$ cat src/shared/tbw_pkg.sv
// Package with constants and types for the time base operating watchdog.
// *****************************************************************
// Notes on behaviour
// *****************************************************************
// Notes on behaviour
// - Enable and clear bits in second control register.
// - Watchdog clocked by selected time base interrupt clock.
// - Divide by four; overflow while enabled resets.
// - Time-out reset uses the power-on reset vector.
// - Writing one to clear zeroes the divider.
// - Fast source stalls in stop or oscillator off.
// - Slow source keeps counting during stop mode.
// - Rate codes give the four listed time-out ranges.
// - Tap divides time base by 128/4096/8192/16384.
// - Time base clocked by fast or slow oscillator.
package tbw_pkg;
  // Register word offsets (byte addresses).
  localparam logic [3:0] CTRL2_ADR = 4'h0;
  localparam logic [3:0] STAT_ADR = 4'h4;
  localparam logic [3:0] IRQ_STAT_ADR = 4'h8;
  localparam logic [3:0] IRQ_CLR_ADR = 4'hC;
  localparam logic [3:0] IRQ_EN_ADR = 4'h0;
  localparam int ADR_W = 5;
  localparam logic [4:0] IRQ_EN_ADR5 = 5'h10;
  // Control field positions.
  localparam int RATE_LO_BIT = 0;
  localparam int RATE_HI_BIT = 1;
  localparam int WD_EN_BIT = 2;
  localparam int WD_CLR_BIT = 3;
  localparam int SRC_SLOW_BIT = 4;
  localparam int FAST_EN_BIT = 5;
  // Interrupt status bits.
  localparam int EV_TICK = 0;
  localparam int EV_TIMEOUT = 1;
  localparam int EV_W = 2;
  // Time base counter and divider.
  localparam int TB_W = 14;
  localparam int WD_W = 2;
  localparam logic [1:0] WD_LAST = 2'h3;
  localparam logic [1:0] RATE_RST = 2'h0;
  // Tap bit positions: 128, 4096, 8192, 16384.
  localparam int TAP0 = 6;
  localparam int TAP1 = 11;
  localparam int TAP2 = 12;
  localparam int TAP3 = 13;
  // Reset pulse length in system clocks.
  localparam int RST_PULSE_NS = 64;
  localparam int CLK_NS = 8;
  localparam int RST_PULSE_CYC = RST_PULSE_NS / CLK_NS;
  localparam logic [3:0] RST_PULSE_LAST = 4'(RST_PULSE_CYC - 1);

  typedef struct packed {
    logic fast_en;
    logic src_slow;
    logic wd_en;
    logic [1:0] rate;
  } tbw_ctrl_t;

  typedef struct packed {
    logic [4:0] adr;
    logic we;
    logic [31:0] dat;
  } tbw_req_t;
endpackage

$ cat src/core/tbw_watchdog.sv
// Time base watchdog with its Wishbone register slave and interrupt.
`timescale 1ns/1ps
module tbw_watchdog (
  input wire logic SYS_CLK_I,
  input wire logic RST_B_I,
  input wire logic FAST_OSC_CLK_I,
  input wire logic SLOW_OSC_CLK_I,
  input wire logic STOP_MODE_I,
  input wire logic WB_CYC_I,
  input wire logic WB_STB_I,
  input wire logic WB_WE_I,
  input wire logic [4:0] WB_ADR_I,
  input wire logic [3:0] WB_SEL_I,
  input wire logic [31:0] WB_DAT_I,
  output logic [31:0] WB_DAT_O,
  output logic WB_ACK_O,
  output logic WD_RESET_O,
  output logic TB_TICK_O,
  output logic IRQ_O
);
  // *****************************************************************
  // Oscillator input synchronisers
  // *****************************************************************
  // Both oscillators are far slower than the system clock, so each is
  // sampled through three flops and an edge counts once flops 2 and 3
  // agree on a new level.
  logic [2:0] fast_sync;
  logic [2:0] slow_sync;
  logic fast_lvl;
  logic slow_lvl;
  always_ff @(posedge SYS_CLK_I or negedge RST_B_I) begin
    if (!RST_B_I) begin
      fast_sync <= 3'h0;
      slow_sync <= 3'h0;
    end else begin
      fast_sync <= {fast_sync[1:0], FAST_OSC_CLK_I};
      slow_sync <= {slow_sync[1:0], SLOW_OSC_CLK_I};
    end
  end
  always_ff @(posedge SYS_CLK_I or negedge RST_B_I) begin
    if (!RST_B_I) begin
      fast_lvl <= 1'b0;
      slow_lvl <= 1'b0;
    end else begin
      if (fast_sync[1] == fast_sync[2]) begin
        fast_lvl <= fast_sync[2];
      end
      if (slow_sync[1] == slow_sync[2]) begin
        slow_lvl <= slow_sync[2];
      end
    end
  end
  logic fast_rise;
  logic slow_rise;
  assign fast_rise = (fast_sync[1] == fast_sync[2]) && fast_sync[2]
                     && !fast_lvl;
  assign slow_rise = (slow_sync[1] == slow_sync[2]) && slow_sync[2]
                     && !slow_lvl;

  // *****************************************************************
  // Registers
  // *****************************************************************
  tbw_pkg::tbw_ctrl_t ctrl;
  logic [tbw_pkg::EV_W-1:0] ev_stat;
  logic [tbw_pkg::EV_W-1:0] ev_en;
  tbw_pkg::tbw_req_t req;
  logic bus_hit;
  logic wr_go;
  assign req = '{adr: WB_ADR_I, we: WB_WE_I, dat: WB_DAT_I};
  assign bus_hit = WB_CYC_I && WB_STB_I && !WB_ACK_O;
  assign wr_go = bus_hit && req.we && WB_SEL_I[0];

  function automatic logic is_adr(input logic [4:0] a,
                                  input logic [4:0] b);
    is_adr = (a == b);
  endfunction

  logic clr_strobe;
  // A one written to the clear bit pulses once and is never stored.
  assign clr_strobe = wr_go && is_adr(req.adr, {1'b0, tbw_pkg::CTRL2_ADR})
                      && req.dat[tbw_pkg::WD_CLR_BIT];

  always_ff @(posedge SYS_CLK_I or negedge RST_B_I) begin
    if (!RST_B_I) begin
      ctrl <= '{fast_en: 1'b1, src_slow: 1'b1, wd_en: 1'b0,
                rate: tbw_pkg::RATE_RST};
    end else if (wr_go && is_adr(req.adr, {1'b0, tbw_pkg::CTRL2_ADR})) begin
      ctrl.rate <= {req.dat[tbw_pkg::RATE_HI_BIT],
                    req.dat[tbw_pkg::RATE_LO_BIT]};
      ctrl.wd_en <= req.dat[tbw_pkg::WD_EN_BIT];
      ctrl.src_slow <= req.dat[tbw_pkg::SRC_SLOW_BIT];
      ctrl.fast_en <= req.dat[tbw_pkg::FAST_EN_BIT];
    end
  end

  always_ff @(posedge SYS_CLK_I or negedge RST_B_I) begin
    if (!RST_B_I) begin
      ev_en <= '0;
    end else if (wr_go && is_adr(req.adr, tbw_pkg::IRQ_EN_ADR5)) begin
      ev_en <= req.dat[tbw_pkg::EV_W-1:0];
    end
  end

  // *****************************************************************
  // Time base and watchdog divider
  // *****************************************************************
  logic [tbw_pkg::TB_W-1:0] tb_cnt;
  logic tb_step;
  logic [tbw_pkg::TB_W-1:0] next_tb;
  logic tick;
  // The fast source halts in stop mode or with its enable low; the slow
  // crystal always runs, which is why software should pick it.
  assign tb_step = ctrl.src_slow ? slow_rise
                   : (fast_rise && ctrl.fast_en && !STOP_MODE_I);
  assign next_tb = tb_cnt + 1'b1;

  function automatic logic tap_rolls(input logic [1:0] rate,
                                     input logic [13:0] cur,
                                     input logic [13:0] nxt);
    logic [13:0] fall;
    fall = cur & ~nxt;
    unique case (rate)
      2'h0: tap_rolls = fall[tbw_pkg::TAP0];
      2'h1: tap_rolls = fall[tbw_pkg::TAP1];
      2'h2: tap_rolls = fall[tbw_pkg::TAP2];
      2'h3: tap_rolls = fall[tbw_pkg::TAP3];
    endcase
  endfunction

  // A tap bit falling marks one period of 2 x 2^tap = 128..16384 counts.
  assign tick = tb_step && tap_rolls(ctrl.rate, tb_cnt, next_tb);

  always_ff @(posedge SYS_CLK_I or negedge RST_B_I) begin
    if (!RST_B_I) begin
      tb_cnt <= '0;
    end else if (tb_step) begin
      tb_cnt <= next_tb;
    end
  end

  logic [tbw_pkg::WD_W-1:0] wd_cnt;
  logic overflow;
  assign overflow = tick && (wd_cnt == tbw_pkg::WD_LAST) && ctrl.wd_en;
  // Clear takes priority over a coincident tick, so servicing right at
  // the boundary still avoids the reset.  The divider is a two-bit count,
  // so four ticks give the 3..4 tick window of the time-out table.
  always_ff @(posedge SYS_CLK_I or negedge RST_B_I) begin
    if (!RST_B_I) begin
      wd_cnt <= '0;
    end else if (clr_strobe) begin
      wd_cnt <= '0;
    end else if (tick) begin
      wd_cnt <= wd_cnt + 1'b1;
    end
  end

  // *****************************************************************
  // Reset pulse
  // *****************************************************************
  // The pulse drives the same system reset line as power-on and the
  // external pin, so the core fetches the common reset vector.
  logic [3:0] rst_cnt;
  logic rst_act;
  always_ff @(posedge SYS_CLK_I or negedge RST_B_I) begin
    if (!RST_B_I) begin
      rst_act <= 1'b0;
      rst_cnt <= 4'h0;
    end else if (overflow && !clr_strobe) begin
      rst_act <= 1'b1;
      rst_cnt <= 4'h0;
    end else if (rst_act) begin
      rst_cnt <= rst_cnt + 1'b1;
      if (rst_cnt == tbw_pkg::RST_PULSE_LAST) begin
        rst_act <= 1'b0;
      end
    end
  end
  assign WD_RESET_O = rst_act;

  always_ff @(posedge SYS_CLK_I or negedge RST_B_I) begin
    if (!RST_B_I) begin
      TB_TICK_O <= 1'b0;
    end else begin
      TB_TICK_O <= tick;
    end
  end

  // *****************************************************************
  // Interrupt status
  // *****************************************************************
  logic [tbw_pkg::EV_W-1:0] ev_set;
  logic [tbw_pkg::EV_W-1:0] ev_clr;
  assign ev_set = {overflow && !clr_strobe, tick};
  assign ev_clr = (wr_go && is_adr(req.adr, {1'b0, tbw_pkg::IRQ_CLR_ADR}))
                  ? req.dat[tbw_pkg::EV_W-1:0] : '0;
  // A new event in the clearing cycle survives the clear.
  always_ff @(posedge SYS_CLK_I or negedge RST_B_I) begin
    if (!RST_B_I) begin
      ev_stat <= '0;
    end else begin
      ev_stat <= (ev_stat & ~ev_clr) | ev_set;
    end
  end
  assign IRQ_O = |(ev_stat & ev_en);

  // *****************************************************************
  // Read path and acknowledge
  // *****************************************************************
  logic [31:0] next_rd;
  always_comb begin
    next_rd = 32'h0;
    unique case (req.adr)
      {1'b0, tbw_pkg::CTRL2_ADR}: begin
        next_rd[tbw_pkg::RATE_LO_BIT] = ctrl.rate[0];
        next_rd[tbw_pkg::RATE_HI_BIT] = ctrl.rate[1];
        next_rd[tbw_pkg::WD_EN_BIT] = ctrl.wd_en;
        next_rd[tbw_pkg::SRC_SLOW_BIT] = ctrl.src_slow;
        next_rd[tbw_pkg::FAST_EN_BIT] = ctrl.fast_en;
      end
      {1'b0, tbw_pkg::STAT_ADR}: begin
        next_rd[tbw_pkg::TB_W-1:0] = tb_cnt;
        next_rd[tbw_pkg::TB_W+tbw_pkg::WD_W-1:tbw_pkg::TB_W] = wd_cnt;
      end
      {1'b0, tbw_pkg::IRQ_STAT_ADR}: next_rd[tbw_pkg::EV_W-1:0] = ev_stat;
      tbw_pkg::IRQ_EN_ADR5: next_rd[tbw_pkg::EV_W-1:0] = ev_en;
      default: next_rd = 32'h0;
    endcase
  end

  always_ff @(posedge SYS_CLK_I or negedge RST_B_I) begin
    if (!RST_B_I) begin
      WB_ACK_O <= 1'b0;
      WB_DAT_O <= 32'h0;
    end else begin
      WB_ACK_O <= bus_hit;
      WB_DAT_O <= (bus_hit && !req.we) ? next_rd : 32'h0;
    end
  end
endmodule

$ cat config.mk
export PLATFORM = sky130hd
export DESIGN_NAME = tbw_watchdog
export DESIGN_NICKNAME = d
export VERILOG_FILES = /design/src/shared/tbw_pkg.sv /design/src/core/tbw_watchdog.sv
export SDC_FILE = /design/constraint.sdc
export NUM_CORES = 1
export LEC_CHECK = 0
export BUFFER_PORTS_ARGS = -buffer_cell sky130_fd_sc_hd__clkbuf_2
export CORE_ASPECT_RATIO = 0.8
export CORE_MARGIN = 2
export CORE_UTILIZATION = 35
export DETAILED_ROUTE_END_ITERATION = 16
export HOLD_SLACK_MARGIN = 0.05
export PLACE_DENSITY_LB_ADDON = 0.1
export SYNTH_ARGS = -nofsm -noshare
export SYNTH_HDL_FRONTEND = slang
export SYNTH_SLANG_ARGS = --single-unit
$ cat constraint.sdc
create_clock -name SYS_CLK_I -period 2.6 [get_ports SYS_CLK_I]
set_input_delay 0.26 -clock SYS_CLK_I [delete_from_list [all_inputs] [get_ports SYS_CLK_I]]
set_output_delay 0.26 -clock SYS_CLK_I [all_outputs]
set_load 0.03 [all_outputs]
==> results <==
- The run finished with clean final reports.
- The combined global-route utilization of all metal layers is about an eighth.
- The warning count from the yosys run is 0.
- The final clock period utilization by the worst path is 88.9%.
- The clock network burns roughly 39% of the power.
- Between clock sinks in the finished design, the worst skew comes to 0.00859 ns.
- The tree is rooted in a sky130_fd_sc_hd__clkbuf_8.
- Setup slack on the worst reg-to-reg path comes out at 0.29 ns.
- After Yosys synthesis, XOR and XNOR cells account for approximately 4.1% of the synthesized area.
- The total wire length is between 4000 and 5000 um.
- The tightest slew margin relative to the limit is between 50 and 60%.
- The worst register-to-register path ends at WD_RESET_O.
- The number of antenna-violating nets in the routed design is 0.
- TritonCTS built the clock tree.
- The number of antenna violations at the first check in global routing was 0.
- The number of maximum-capacitance constraint violations is 0.
- The switching power as a share of total power is 24.2%.
- In this run, synthesis produced a sequential element count of between 50 and 60.
- In the final layout, the share of cells above drive strength 1 is about a quarter.
- The first global-routing pass estimated about 8000 um of wire.
- The relative contribution of combinational cells to total power is between 10% and 20%.
- The fraction of registers with async set or reset after synthesis is 100%.
- In this run the cell area of the synthesized design comes to around 2600 um2.
- The remaining global-route overflow is 0.
- The count of port buffers added during placement is 39.
- The data required time at the worst endpoint is roughly 2.9 ns.
- The area of the core is ~7000 um2.
- Measured along the x axis, the die boundary spans ~100 um.
- The setup-violating endpoint count in the final report is 0.
- The largest net degree at the start of global routing is 31.
- Clock-pin slew was measured on the worst setup and hold paths at roughly 0.10 ns.
- The number of cells traversed by the worst hold path is 2.
- Of all nets on the critical path, the largest fanout is 6.
- The relative contribution of sequential cells to total power is about half.
- Summing the areas of all compound-gate instances in the mapped netlist gives ~6.3% of the synthesized area.
- The cell count after synthesis is ~220.
- The final layout contains roughly 320 nets.
- The filler cells instantiated in the layout total ~680.
- The boundary pin count is between 80 and 90.
- Sequential elements use between 50% and 60% of the synthesized area.
- The routability congestion estimate is approximately 0.74.
- Compared with the post-synthesis result, the final layout area differs by 16.1%.
- The number of cell instances on the worst register-to-register path is 9.
- Counting along the longest clock path gives a buffer depth of 2.
- The number of DRC markers in iteration 0 is 54.
- Power spread over the standard cell area amounts to 662 nW/um2.
- The worst path in the final design needs a cycle of between 2 and 2.5 ns, including I/O delays and setup.
- The worst hold endpoint is ctrl[2].
- The net switching power is approximately 480 uW.
- The total design power is 1980 uW.
- The final core area utilization is approximately 43%.
- The portion of synthesized area spent on multiplexers is 5.53%.
- The critical path start-end classification is reg2reg.
- The sink count of the clock tree is 56.
- Yosys mapped a number of flops with a built-in enable equal to 0.
- STA classifies the critical path endpoint as a flip-flop.
- Setup repair after global routing left no endpoint under its margin.
- The startpoint kind of the worst setup timing path is a flip-flop.
- The die is 80.8 um tall.
- The worst-case vdd ir drop is about 0.35 mV.
- The achievable frequency is approximately 430 MHz.
- The commonest register cell after synthesis is sky130_fd_sc_hd__dfrtp_1.
- The H-tree was split into 2 levels.
- The number of global-route vias before repair was 1519.
- The slew at the pin with the worst max-slew slack is approximately 0.73 ns.
- The post-synthesis share of cell area spent on and, or, nand and nor gates is 18.9%.
- The mean instance size in the synthesized netlist is around 12 um2.
- The internal portion of the total power is approximately 1500 uW.
- The start point of the worst hold path is WB_DAT_I[2].
- The die covers 8080 um2.
- Detailed placement finished with a half-perimeter wire length of 3500 um.
- After clock tree synthesis, the repair step resized 0 gates.
- Data arrives at the worst endpoint at roughly 2.6 ns.
- The effective utilization at floorplan is 36.7%.
- The number of buffers inserted during clock tree synthesis is 5.
- The number of hold violations in the final report came to 0.
- The main combinational cell family by area after synthesis is simple AND/OR/NAND/NOR gates.
- The number of pins exceeding their max-slew limit in the final report was 0.
- The count of unresolved DRC violations after routing is 0.
- The cell row count is 27.
- The number of vias per cell after detailed routing is around 4.8.
- The min-delay analysis places its worst path in the category in2reg.
- The first-pass iteration count of the detailed router is 4.
- In the final routed layout, each cell accounts on average for approximately 14 um.
- Yosys mapped the design onto 45 distinct sky130hd cell types.
- The reported leakage power is roughly 0.0014 uW.
- The summed negative setup slack over all endpoints is 0 ns.
- The antenna diode instance count is 0.
- The fraction of the mapped netlist area in adder cells is under 10%.
- The total via count after detailed routing is about 1.7k.
- Clock latency on the worst-skew pair, taken at its later pin, is between 0.3 and 0.4 ns.
- The startpoint of the lowest-slack register-to-register path is tb_cnt[2].
sequential cells by signal (all words and copies together), names as in the netlist:
name,count
ev_en,2
WB_DAT_O,16
TB_TICK_O,1
fast_lvl,1
WD_RESET_O,1
rst_cnt,4
slow_sync,3
ev_stat,2
ctrl,5
tb_cnt,14
fast_sync,3
WB_ACK_O,1
wd_cnt,2
slow_lvl,1
kinds of logic after synthesis:
| family | count (synthesis) |
|---|---|
| simple gates | 79 |
| flops | 56 |
| compound gates | 23 |
| buf+inv | 21 |
| mux | 13 |
| xor+xnor | 12 |
| fa+ha+maj | 10 |
| other cells | 1 |
metal layers:
| metal | track usage (%) | vias up | share of wire [%] |
|---|---|---|---|
| li1 | - | 821 | - |
| met1 | 19.6 | 784 | 53 |
| met2 | 17.8 | 46 | 40 |
| met3 | 3.27 | 7 | 5.1 |
| met4 | 4.11 | 0 | 1.3 |
| met5 | 0 | - | 0 |
cell usage after synthesis (2+ instances only):
library cell / number / share of area, %
sky130_fd_sc_hd__buf_4: 17 / 4.9
sky130_fd_sc_hd__nand4_1: 8 / 1.9
sky130_fd_sc_hd__mux2_2: 5 / 2.2
sky130_fd_sc_hd__and3b_1: 3 / 1.0
sky130_fd_sc_hd__ha_1: 9 / 4.4
sky130_fd_sc_hd__nor4_1: 3 / 0.73
sky130_fd_sc_hd__and3_1: 2 / 0.48
sky130_fd_sc_hd__and2_1: 17 / 4.1
sky130_fd_sc_hd__xor2_1: 7 / 2.4
sky130_fd_sc_hd__a22oi_1: 7 / 2.0
sky130_fd_sc_hd__nor3_4: 2 / 1.3
sky130_fd_sc_hd__nand2_1: 24 / 3.5
sky130_fd_sc_hd__dfrtp_1: 54 / 52
sky130_fd_sc_hd__mux2i_1: 3 / 1.2
sky130_fd_sc_hd__mux2_1: 5 / 2.2
sky130_fd_sc_hd__nor2_1: 6 / 0.87
sky130_fd_sc_hd__xnor2_1: 5 / 1.7
sky130_fd_sc_hd__dfstp_2: 2 / 2.0
sky130_fd_sc_hd__a21oi_1: 7 / 1.4
sky130_fd_sc_hd__a22o_1: 3 / 1.0
sky130_fd_sc_hd__nand3_1: 2 / 0.39
power by group through the flow:
stage	logic (uW)	registers (uW)	clock network, uW
after global routing	250	1010	836
after floorplan	167	1000	0
after global placement	217	1010	0
after CTS	223	993	799
final	221	993	771
after detailed placement	219	1010	0
cells in the final DEF, fill, tap and decap left out, drive strengths merged, types with 2 or more instances in the layout:
cell         Yosys  routed
dlygate4sd3      0       3
nand4            8       8
a22o             3       3
a21oi            7       7
mux2i            3       3
nor4             4       4
nor3             3       3
xnor2            5       5
and2            17      17
buf             19       2
mux2            10      10
nand3            2       2
dfrtp           54      54
a22oi            7       7
xor2             7       7
nor2             6       6
nand2           24      24
bufinv           0       3
conb             1      16
and3             2       2
ha               9       9
nor3b            3       3
dfstp            2       2
clkbuf           1      44
and3b            3       3
layout make-up:
| type | instances | area, um2 | share of cell area [%] |
|---|---|---|---|
| Timing Repair Buffer | 44 | 240 | 8.02 |
| Inverter | 1 | 3.75 | 0.125 |
| Clock inverter | 3 | 90.1 | 3.01 |
| Sequential cell | 56 | 1400 | 46.9 |
| Multi-Input combinational cell | 153 | 1080 | 36.0 |
| Clock buffer | 5 | 68.8 | 2.30 |
| Tap cell | 87 | 109 | 3.63 |
what timing repair did:
| item | CTS | global route |
|---|---|---|
| hold endpoints to repair | 30 | 0 |
| hold buffers | 3 | 0 |
| buffers inserted | 0 | 0 |
worst max-delay path, stage by stage (launching register included):
cell and delay (ns):
sky130_fd_sc_hd__dfrtp_1 0.46, sky130_fd_sc_hd__and4_1 0.27, sky130_fd_sc_hd__nand4_1 0.14, sky130_fd_sc_hd__nor2_1 0.14, sky130_fd_sc_hd__and3_1 0.18, sky130_fd_sc_hd__ha_1 0.14, sky130_fd_sc_hd__mux2i_1 0.07, sky130_fd_sc_hd__mux2_2 0.34
sky130_fd_sc_hd__nor3_4 0.32, sky130_fd_sc_hd__a22o_1 0.19
stage by stage:
| step | cells | hold slack [ns] | area [um2] | setup WS, ns |
|---|---|---|---|---|
| after floorplan | 230 | -0.0356 | 2640 | 0.575 |
| after global placement | 338 | 0.333 | 2810 | 0.301 |
| after detailed placement | 338 | 0.337 | 2810 | 0.292 |
| after CTS | 349 | 0.148 | 3000 | 0.278 |
| after global routing | 349 | 0.159 | 3000 | 0.0895 |
| final | 349 | 0.158 | 3000 | 0.289 |
how the worst max path moves through the flow:
stage,start,to,slack [ns],depth (start not counted)
finish,tb_cnt[2],WD_RESET_O,0.29,9
global route,tb_cnt[2],rst_cnt[2],0.09,9
CTS,tb_cnt[2],rst_cnt[1],0.28,9
detailed placement,tb_cnt[2],rst_cnt[1],0.29,9
global placement,tb_cnt[2],rst_cnt[3],0.30,9
floorplan,tb_cnt[2],wd_cnt[1],0.57,9
Note: power is estimated with default switching activity, not from simulation.
